--- config.mk ---
export PLATFORM = sky130hd
export DESIGN_NAME = i2c_enable_status
export DESIGN_NICKNAME = d
export VERILOG_FILES = /design/src/hw/pin_sync.v /design/src/hw/bus_monitor.v /design/src/hw/i2c_enable_status.v
export VERILOG_INCLUDE_DIRS = /design/src /design/src/hw
export SDC_FILE = /design/constraint.sdc
export NUM_CORES = 1
export LEC_CHECK = 0
export CELL_PAD_IN_SITES_DETAIL_PLACEMENT = 1
export CELL_PAD_IN_SITES_GLOBAL_PLACEMENT = 1
export CORE_MARGIN = 1
export CORE_UTILIZATION = 45
export CTS_CLUSTER_SIZE = 16
export DETAILED_ROUTE_END_ITERATION = 8
export DONT_BUFFER_PORTS = 1
export HOLD_SLACK_MARGIN = 0.02
export PLACE_DENSITY = 0.85
export SYNTH_ARGS = -nofsm -noshare
export SYNTH_HDL_FRONTEND = slang
export SYNTH_HIERARCHICAL = 1
export SYNTH_SLANG_ARGS = --single-unit
export TNS_END_PERCENT = 30
--- constraint.sdc ---
create_clock -name sys_clk -period 2.6 [get_ports sys_clk]
set_input_delay 0.39 -clock sys_clk [delete_from_list [all_inputs] [get_ports sys_clk]]
set_output_delay 0.39 -clock sys_clk [all_outputs]
set_load 0.005 [all_outputs]
--- src/hw/enable_status_regs.vh ---
// Register map, field positions and timing constants of the enable status block.
`ifndef ENABLE_STATUS_REGS_VH
`define ENABLE_STATUS_REGS_VH
`define ADDR_W 8
`define ENABLE_CONTROL_OFFSET 8'h6c
`define ENABLE_STATUS_OFFSET 8'h9c
`define OWN_ADDRESS_OFFSET 8'h08
`define ENABLE_BIT 0
`define STAT_EN_BIT 0
`define STAT_BUSY_BIT 1
`define STAT_LOST_BIT 2
`define STATUS_RESET 32'h0000_0000
`define OWN_ADDRESS_RESET 7'h55
`define BUS_FREE_NS 5000
`define CLK_PERIOD_NS 10
`endif

--- src/hw/pin_sync.v ---
// Three-stage pin synchroniser with agreement filter.
`timescale 1ns/1ps
module pin_sync (
  // Clock and reset.
  input wire sys_clk,
  input wire rst_n,
  // Pin and filtered level.
  input wire pin_in,
  output reg level_out
);
  reg s1_reg;
  reg s2_reg;
  reg s3_reg;

  // The first stage feeds only the second to keep metastability contained.
  always @(posedge sys_clk or negedge rst_n) begin
    if (!rst_n) begin
      s1_reg <= 1'b1;
      s2_reg <= 1'b1;
      s3_reg <= 1'b1;
      level_out <= 1'b1;
    end else begin
      s1_reg <= pin_in;
      s2_reg <= s1_reg;
      s3_reg <= s2_reg;
      if (s2_reg == s3_reg) begin
        level_out <= s2_reg;
      end
    end
  end
endmodule

--- src/hw/bus_monitor.v ---
// Start, stop, bit and byte tracker for the sampled two-wire bus.
`timescale 1ns/1ps
module bus_monitor (
  // Clock and reset.
  input wire sys_clk,
  input wire rst_n,
  // Synchronised bus levels.
  input wire scl,
  input wire sda,
  // Decoded events.
  output reg start_pulse,
  output reg stop_pulse,
  output reg byte_done,
  output reg ack_slot_rise,
  output reg [7:0] byte_data,
  output reg bus_busy
);
  reg scl_q;
  reg sda_q;
  reg [3:0] bit_cnt_reg;
  reg [7:0] shift_reg;

  always @(posedge sys_clk or negedge rst_n) begin
    if (!rst_n) begin
      scl_q <= 1'b1;
      sda_q <= 1'b1;
      bit_cnt_reg <= 4'h0;
      shift_reg <= 8'h00;
      start_pulse <= 1'b0;
      stop_pulse <= 1'b0;
      byte_done <= 1'b0;
      ack_slot_rise <= 1'b0;
      byte_data <= 8'h00;
      bus_busy <= 1'b0;
    end else begin
      scl_q <= scl;
      sda_q <= sda;
      start_pulse <= 1'b0;
      stop_pulse <= 1'b0;
      byte_done <= 1'b0;
      ack_slot_rise <= 1'b0;
      if (scl && scl_q && sda_q && !sda) begin
        start_pulse <= 1'b1;
        bus_busy <= 1'b1;
        bit_cnt_reg <= 4'h0;
      end else if (scl && scl_q && !sda_q && sda) begin
        stop_pulse <= 1'b1;
        bus_busy <= 1'b0;
        bit_cnt_reg <= 4'h0;
      end else if (scl && !scl_q && bus_busy) begin
        // Bits 0..7 are data, the ninth rising edge is the acknowledge slot.
        if (bit_cnt_reg == 4'h8) begin
          ack_slot_rise <= 1'b1;
          bit_cnt_reg <= 4'h0;
        end else begin
          shift_reg <= {shift_reg[6:0], sda};
          bit_cnt_reg <= bit_cnt_reg + 4'h1;
          if (bit_cnt_reg == 4'h7) begin
            byte_done <= 1'b1;
            byte_data <= {shift_reg[6:0], sda};
          end
        end
      end
    end
  end
endmodule

--- src/hw/i2c_enable_status.v ---
// Enable status tracking of a two-wire bus controller, target side.
// Notes on behaviour
// RULE_01: While enabled, both abort flags read 0 and the enabled flag reads 1.
// RULE_02: Abort flags are valid only once the enabled flag reads 0.
// RULE_03: After enable clears, the enabled flag falls only once bus activity allows.
// RULE_04: Lost flag sets when disable aborts a matched receive after a data byte.
// RULE_05: A stop before our NACK with enable cleared sets both abort flags.
// RULE_06: Lost flag stays 0 when disabled outside a receive data phase.
// RULE_07: Busy flag sets when disabled during address or receive data bytes.
// RULE_08: Busy flag also marks forced NACK of a matched address or data byte, or late completion.
// RULE_09: Busy flag stays 0 when disabled while idle or another target is addressed.
// RULE_10: The enabled flag always mirrors the enable state output.
// RULE_11: Enabled flag is 1 while enabled, 0 only when fully inactive.
// RULE_12: Status bits are read-only, reset to 0, reserved bits read 0.
`timescale 1ns/1ps
`include "enable_status_regs.vh"
module i2c_enable_status #(
  parameter BUS_FREE_CYCLES = (`BUS_FREE_NS + `CLK_PERIOD_NS - 1) / `CLK_PERIOD_NS
) (
  // Clock and reset.
  input wire sys_clk,
  input wire resetn,
  // Register port.
  input wire [`ADDR_W-1:0] reg_addr,
  input wire [31:0] reg_wdata,
  input wire reg_write,
  input wire reg_read,
  output reg [31:0] reg_rdata,
  // Two-wire bus pins, enables low while driving.
  input wire scl_in,
  input wire sda_in,
  output wire scl_out,
  output wire scl_oe_n,
  output wire sda_out,
  output wire sda_oe_n,
  // Enable state.
  output wire enable_state_out
);
  localparam ST_IDLE = 3'd0;
  localparam ST_ADDR = 3'd1;
  localparam ST_ADDR_ACK = 3'd2;
  localparam ST_RX = 3'd3;
  localparam ST_TX = 3'd4;
  localparam ST_IGNORE = 3'd5;
  localparam [31:0] FREE_MAX = BUS_FREE_CYCLES;

  reg rst_s1;
  reg rst_s2;
  wire rst_n;
  wire scl_s;
  wire sda_s;
  wire start_p;
  wire stop_p;
  wire byte_p;
  wire ack_p;
  wire [7:0] byte_v;
  wire bus_busy;

  reg controller_enable_control_reg;
  reg [6:0] own_target_address_reg;
  reg enabled_state_flag_reg;
  reg enabled_state_flag_next;
  reg target_receive_lost_flag_reg;
  reg target_receive_lost_flag_next;
  reg target_disabled_busy_flag_reg;
  reg target_disabled_busy_flag_next;
  reg [2:0] state_reg;
  reg [2:0] state_next;
  reg data_seen_reg;
  reg data_seen_next;
  reg nack_reg;
  reg nack_next;
  reg ack_drive_reg;
  reg ack_drive_next;
  reg ack_arm_reg;
  reg ack_arm_next;
  reg scl_prev_reg;
  wire scl_fall;
  reg [31:0] free_cnt_reg;
  reg [31:0] free_cnt_next;
  wire addr_match;
  wire disable_pending;

  // Reset is released through two flops so every flop leaves reset together.
  always @(posedge sys_clk or negedge resetn) begin
    if (!resetn) begin
      rst_s1 <= 1'b0;
      rst_s2 <= 1'b0;
    end else begin
      rst_s1 <= 1'b1;
      rst_s2 <= rst_s1;
    end
  end
  assign rst_n = rst_s2;

  pin_sync u_scl_sync (
    .sys_clk(sys_clk),
    .rst_n(rst_n),
    .pin_in(scl_in),
    .level_out(scl_s)
  );

  pin_sync u_sda_sync (
    .sys_clk(sys_clk),
    .rst_n(rst_n),
    .pin_in(sda_in),
    .level_out(sda_s)
  );

  bus_monitor u_mon (
    .sys_clk(sys_clk),
    .rst_n(rst_n),
    .scl(scl_s),
    .sda(sda_s),
    .start_pulse(start_p),
    .stop_pulse(stop_p),
    .byte_done(byte_p),
    .ack_slot_rise(ack_p),
    .byte_data(byte_v),
    .bus_busy(bus_busy)
  );

  assign addr_match = (byte_v[7:1] == own_target_address_reg);
  assign disable_pending = enabled_state_flag_reg && !controller_enable_control_reg;
  assign scl_fall = scl_prev_reg && !scl_s;

  // The device never stretches the clock; it only pulls data low for an acknowledge.
  assign scl_out = 1'b0;
  assign scl_oe_n = 1'b1;
  assign sda_out = 1'b0;
  assign sda_oe_n = !ack_drive_reg;
  assign enable_state_out = enabled_state_flag_reg;

  // Register writes.
  always @(posedge sys_clk or negedge rst_n) begin
    if (!rst_n) begin
      controller_enable_control_reg <= 1'b0;
      own_target_address_reg <= `OWN_ADDRESS_RESET;
    end else if (reg_write) begin
      if (reg_addr == `ENABLE_CONTROL_OFFSET) begin
        controller_enable_control_reg <= reg_wdata[`ENABLE_BIT];
      end
      // The own address is frozen while enabled to avoid matching a moving target.
      if (reg_addr == `OWN_ADDRESS_OFFSET && !enabled_state_flag_reg) begin
        own_target_address_reg <= reg_wdata[6:0];
      end
    end
  end

  // Target tracking and status logic.
  always @* begin
    state_next = state_reg;
    data_seen_next = data_seen_reg;
    nack_next = nack_reg;
    ack_drive_next = ack_drive_reg;
    ack_arm_next = ack_arm_reg;
    free_cnt_next = free_cnt_reg;
    enabled_state_flag_next = enabled_state_flag_reg;
    target_receive_lost_flag_next = target_receive_lost_flag_reg;
    target_disabled_busy_flag_next = target_disabled_busy_flag_reg;
    // Idle time counts only from the disable, so the enabled flag never falls at once.
    if (bus_busy || start_p || controller_enable_control_reg) begin
      free_cnt_next = 32'h0000_0000;
    end else if (free_cnt_reg < FREE_MAX) begin
      free_cnt_next = free_cnt_reg + 32'h0000_0001;
    end
    // Data only changes while the clock is low, so an acknowledge never looks like a start or stop.
    if (scl_fall) begin
      ack_drive_next = ack_arm_reg;
      ack_arm_next = 1'b0;
    end
    case (state_reg)
      ST_IDLE: begin
        if (start_p && enabled_state_flag_reg) begin
          state_next = ST_ADDR;
          data_seen_next = 1'b0;
          nack_next = 1'b0;
        end
      end
      ST_ADDR: begin
        if (byte_p) begin
          if (!addr_match) begin
            state_next = ST_IGNORE;
          end else begin
            // A pending disable forces NACK of the address byte.
            nack_next = disable_pending; // [RULE_08]
            ack_arm_next = !disable_pending;
            state_next = ST_ADDR_ACK;
          end
        end
      end
      ST_ADDR_ACK: begin
        if (ack_p) begin
          if (nack_reg) begin
            state_next = ST_IGNORE;
          end else if (byte_v[0]) begin
            state_next = ST_TX;
          end else begin
            state_next = ST_RX;
          end
        end
      end
      ST_RX: begin
        if (byte_p) begin
          data_seen_next = 1'b1;
          nack_next = disable_pending;
          ack_arm_next = !disable_pending;
        end
        if (ack_p && nack_reg) begin
          state_next = ST_IGNORE;
        end
      end
      ST_TX: begin
        state_next = ST_TX;
      end
      ST_IGNORE: begin
        state_next = ST_IGNORE;
      end
      default: begin
        state_next = ST_IDLE;
      end
    endcase
    if (stop_p || (start_p && state_reg != ST_IDLE)) begin
      state_next = start_p ? ST_ADDR : ST_IDLE;
      data_seen_next = 1'b0;
      nack_next = 1'b0;
      ack_arm_next = 1'b0;
    end
    if (disable_pending) begin
      // The flags record what the disable interrupted; idle or foreign traffic leaves them 0.
      if ((state_reg == ST_ADDR || state_reg == ST_ADDR_ACK) && nack_next) begin
        target_disabled_busy_flag_next = 1'b1; // [RULE_07] [RULE_09]
      end
      if (state_reg == ST_RX && (nack_next || stop_p)) begin
        target_disabled_busy_flag_next = 1'b1; // [RULE_07] [RULE_05]
        if (data_seen_reg || byte_p || stop_p) begin
          target_receive_lost_flag_next = 1'b1; // [RULE_04] [RULE_05] [RULE_06]
        end
      end
      // The enabled flag falls only once the bus has been free long enough.
      if (!bus_busy && free_cnt_reg >= FREE_MAX) begin
        enabled_state_flag_next = 1'b0; // [RULE_03] [RULE_11]
      end
    end else if (controller_enable_control_reg) begin
      // Enabling again clears the abort record and forces the enabled view.
      enabled_state_flag_next = 1'b1; // [RULE_01] [RULE_11]
      target_receive_lost_flag_next = 1'b0; // [RULE_01]
      target_disabled_busy_flag_next = 1'b0; // [RULE_01]
    end
  end

  always @(posedge sys_clk or negedge rst_n) begin
    if (!rst_n) begin
      state_reg <= ST_IDLE;
      data_seen_reg <= 1'b0;
      nack_reg <= 1'b0;
      ack_drive_reg <= 1'b0;
      ack_arm_reg <= 1'b0;
      scl_prev_reg <= 1'b1;
      free_cnt_reg <= 32'h0000_0000;
      enabled_state_flag_reg <= 1'b0; // [RULE_12]
      target_receive_lost_flag_reg <= 1'b0; // [RULE_12]
      target_disabled_busy_flag_reg <= 1'b0; // [RULE_12]
    end else begin
      state_reg <= state_next;
      data_seen_reg <= data_seen_next;
      nack_reg <= nack_next;
      ack_drive_reg <= ack_drive_next;
      ack_arm_reg <= ack_arm_next;
      scl_prev_reg <= scl_s;
      free_cnt_reg <= free_cnt_next;
      enabled_state_flag_reg <= enabled_state_flag_next;
      target_receive_lost_flag_reg <= target_receive_lost_flag_next;
      target_disabled_busy_flag_reg <= target_disabled_busy_flag_next;
    end
  end

  // Read data appear the cycle after the read strobe; writes to status are ignored.
  always @(posedge sys_clk or negedge rst_n) begin
    if (!rst_n) begin
      reg_rdata <= `STATUS_RESET;
    end else if (reg_read) begin
      case (reg_addr)
        `ENABLE_STATUS_OFFSET: begin
          reg_rdata <= {29'h0000_0000,
            target_receive_lost_flag_reg && !controller_enable_control_reg, // [RULE_01] [RULE_02]
            target_disabled_busy_flag_reg && !controller_enable_control_reg,
            enabled_state_flag_reg}; // [RULE_10] [RULE_12]
        end
        `ENABLE_CONTROL_OFFSET: begin
          reg_rdata <= {31'h0000_0000, controller_enable_control_reg};
        end
        `OWN_ADDRESS_OFFSET: begin
          reg_rdata <= {25'h000_0000, own_target_address_reg};
        end
        default: begin
          reg_rdata <= 32'h0000_0000;
        end
      endcase
    end else begin
      reg_rdata <= 32'h0000_0000;
    end
  end
endmodule

==> metrics.txt <==
status=complete, no violations; final core area utilization=0.494; area post-placement=4340 um^2; upper clock frequency limit=0.499 GHz; number of CTS-inserted buffers=9; synthesized cell area=4280 um^2; detailed route wirelength on metal2=4.03 mm; fraction of the mapped netlist area in compound gates=0.0875; startpoint types=register; maximum number of pins on one net before global-route repair=49; Worst Path Max Fanout=6; Setup Skew=0.0149 ns; average via count per standard cell=5.30; xor-xnor portion of the synthesized cell area=0.0225; antenna cell count=0; TritonCTS clock tree=yes; half-perimeter wire length of the detailed placement result=5.74 mm; proportion of synthesized area in mux cells=0.0699; post-route cell area=4560 um^2; count of H-tree levels built during CTS=3; cell chosen for the clock root=sky130_fd_sc_hd__clkbuf_8; number of antenna violations at the first check in global routing=0; max-capacitance violation count=0; Global Route Usage Sum=0.179; average cell area after synthesis=11.4 um^2; setup TNS=0 ns; Crit path required time=2.89 ns; EDFF count, synth=0; Met3 Routed Length=317 um; Setup-failing EPs final=0; FF-to-FF setup slack=0.60 ns; fraction of layout cells with a size suffix above 1=0.202; actual slew at the worst max-slew pin=0.626 ns; adder and majority gate portion of the synthesized area=0.0170; WS Path Type=reg2reg; total number of vias=2,736; RSZ-0062 raised after global routing=false; fraction of synthesis flops using an asynchronous set or reset pin=1.00; total number of clock tree sinks=94; maximum VDD drop=448 uV; number of antenna-violating nets in the routed design=0; Floorplan Core Area=9240 um^2; fin crit period=2.00 ns; wire length after detailed routing=8.03 mm; post-synthesis share of cell area spent on and, or, nand and nor gates=0.173; most used flip-flop cell after synthesis=sky130_fd_sc_hd__dfrtp_1; source of the critical timing path=free_cnt_reg[23]; synthesized flop and latch total=94; count of final hold-check violations=0; Yosys cell types=61; power density of the placed cells=754 nW/um^2; final hold slack=0.157 ns; wire length of the first global-routing pass=13.8 mm; critical path data arrival time=2.30 ns; uppermost metal layer occupied by signal nets=met4; die span in x=99.5 um; count of synthesis-stage warnings from yosys=6; combinational family with the most area after synthesis=simple AND/OR/NAND/NOR gates; final estimated routing congestion in global placement=0.810; end of the worst register-to-register path=free_cnt_reg[3]; detailed router's first-iteration violation count=157; area growth from synthesis to layout=6.76%; initial core utilization=0.463; met1 WL=3.54 mm; sequential area share after synthesis=0.555; clock latency at the later pin of the worst-skew pair=0.36 ns; count of fill cells added during filler insertion=1,001; most common cell after layout, fill and taps aside=sky130_fd_sc_hd__dfrtp_1; endpoint of the most critical setup path=free_cnt_reg[3]; Critical Path End Type=register; Routed wire per std cell=15.6 um; DRC=0; number of flip-flops under the largest register name=32; iteration count of the initial detailed-routing pass=4; most used cells in the layout excluding fill and tap cells=78 x sky130_fd_sc_hd__dfrtp_1, 29 x sky130_fd_sc_hd__conb_1, 25 x sky130_fd_sc_hd__and2_1, 23 x sky130_fd_sc_hd__mux2_2, 22 x sky130_fd_sc_hd__nor2_1; number of buffers inserted by port buffering=0; number of buffers between clock root and the deepest sink=2; synthesized instance count=374; Die Height=99.5 um; number of cell rows=35; Die ar.=9890 um^2; number of top-level design ports=83; vias in the first global route=2,854; startpoint of the lowest-slack register-to-register path=free_cnt_reg[23]; Clock Pin Slew Worst Setup and Hold Paths=0.10 ns; total gr overflow=0; Total Nets Final=432; Final Max Slew Viols=0; relative slew slack=0.580; fin crit share=0.771; reg2reg path depth=5; Hold WC Path Type=in2reg; P_leak=2.17 nW
-- cell usage after synthesis, types with 2 or more instances --
library cell               number  area share
sky130_fd_sc_hd__maj3_2         2      0.0053
sky130_fd_sc_hd__o221ai_1       2      0.0041
sky130_fd_sc_hd__a31oi_1        3      0.0044
sky130_fd_sc_hd__ha_1           4       0.012
sky130_fd_sc_hd__or2_2          2      0.0029
sky130_fd_sc_hd__o21ai_0        9       0.011
sky130_fd_sc_hd__or3_1          3      0.0044
sky130_fd_sc_hd__inv_1         15       0.013
sky130_fd_sc_hd__nand2_1       20       0.018
sky130_fd_sc_hd__and2_1        25       0.037
sky130_fd_sc_hd__a2111o_1       2      0.0053
sky130_fd_sc_hd__clkbuf_1      11      0.0097
sky130_fd_sc_hd__dfstp_2       15       0.092
sky130_fd_sc_hd__nor4_1         5      0.0073
sky130_fd_sc_hd__nor3_1         6      0.0070
sky130_fd_sc_hd__mux2_2        23       0.061
sky130_fd_sc_hd__dfrtp_1       79        0.46
sky130_fd_sc_hd__and3_1         8       0.012
sky130_fd_sc_hd__mux2i_1        4      0.0094
sky130_fd_sc_hd__nor4_2         3      0.0088
sky130_fd_sc_hd__a22oi_1        3      0.0053
sky130_fd_sc_hd__a21oi_1        8      0.0094
sky130_fd_sc_hd__nand2b_1       2      0.0029
sky130_fd_sc_hd__nand4_1        6      0.0088
sky130_fd_sc_hd__buf_4         28       0.049
sky130_fd_sc_hd__nor2_1        22       0.019
sky130_fd_sc_hd__conb_1         2      0.0018
sky130_fd_sc_hd__o21bai_1       2      0.0035
sky130_fd_sc_hd__o21a_1         2      0.0035
sky130_fd_sc_hd__a21o_1         2      0.0035
sky130_fd_sc_hd__xor2_1         7       0.014
sky130_fd_sc_hd__a31o_2         2      0.0041
sky130_fd_sc_hd__o41ai_1        2      0.0041
sky130_fd_sc_hd__o31ai_1        3      0.0053
sky130_fd_sc_hd__nand3_1        6      0.0070
sky130_fd_sc_hd__nor3b_1        3      0.0053
sky130_fd_sc_hd__xnor2_1        4      0.0082
sky130_fd_sc_hd__or4_1          3      0.0053
sky130_fd_sc_hd__nor2b_1        4      0.0059
-- layout make-up --
type | instances | area [um^2] | share of cell area
multi-input combinational | 251 | 1700 | 0.371
tap | 129 | 161 | 0.0354
clock buffer | 9 | 124 | 0.0271
timing repair buffer | 10 | 82.6 | 0.0181
inverter | 16 | 60.1 | 0.0132
sequential | 94 | 2370 | 0.520
clock inverter | 7 | 66.3 | 0.0145
-- cells by family (layout without fill, tap and decap cells) --
family,after synthesis,count (layout)
flops,94,94
buf+inv,56,42
mux,27,27
xor+xnor,11,11
compound gates,52,52
simple gates,126,126
fa+ha+maj,6,6
other cells,2,29
-- stage by stage --
step                total power, mW  instances  setup WS (ns)
finish                         3.44        516          0.595
global route                   3.67        516          0.497
CTS                            3.49        516          0.573
detailed placement             2.55        497          0.601
global placement               2.48        497          0.617
floorplan                      2.37        401          0.785
-- repair_timing --
| action | in CTS | in global routing |
|---|---|---|
| gates resized for setup | 0 | 0 |
| hold buffers | 3 | 0 |
| buffers inserted | 0 | 0 |
| endpoints found under the hold margin | 4 | 0 |
| setup endpoints to repair | 0 | 0 |
-- report_power, final --
| part | internal [mW] | switching, mW |
|---|---|---|
| combinational | 0.301 | 0.374 |
| clock | 0.371 | 0.555 |
| sequential | 1.62 | 0.223 |
-- worst max-delay path, cell delays in order, from the launching register on --
cell and delay (ns):
sky130_fd_sc_hd__dfrtp_1 0.40, sky130_fd_sc_hd__nor4_2 0.29, sky130_fd_sc_hd__nand4_1 0.22, sky130_fd_sc_hd__or3_4 0.47, sky130_fd_sc_hd__or4_1 0.48, sky130_fd_sc_hd__o21ai_1 0.08
-- worst min path at each step --
| stage | slack (ns) | endpoint | depth (start not counted) | start |
|---|---|---|---|---|
| 6_report | 0.16 | reg_rdata[0] | 1 | reg_read |
| 5_1_grt | 0.14 | own_target_address_reg[5] | 1 | reg_wdata[5] |
| 4_1_cts | 0.13 | reg_rdata[0] | 1 | reg_read |
| 3_5_place_dp | 0.09 | rst_s1 | 0 | resetn |
| 3_3_place_gp | 0.09 | rst_s1 | 0 | resetn |
| 2_1_floorplan | 0.09 | rst_n | 0 | resetn |
-- routing by layer --
| layer | vias up | global-route usage |
|---|---|---|
| li1 | 1260 | - |
| met1 | 1400 | 0.226 |
| met2 | 62 | 0.302 |
| met3 | 14 | 0.0415 |
| met4 | 0 | 0.0633 |
| met5 | - | 0 |
(Power assumes the default switching activity.)
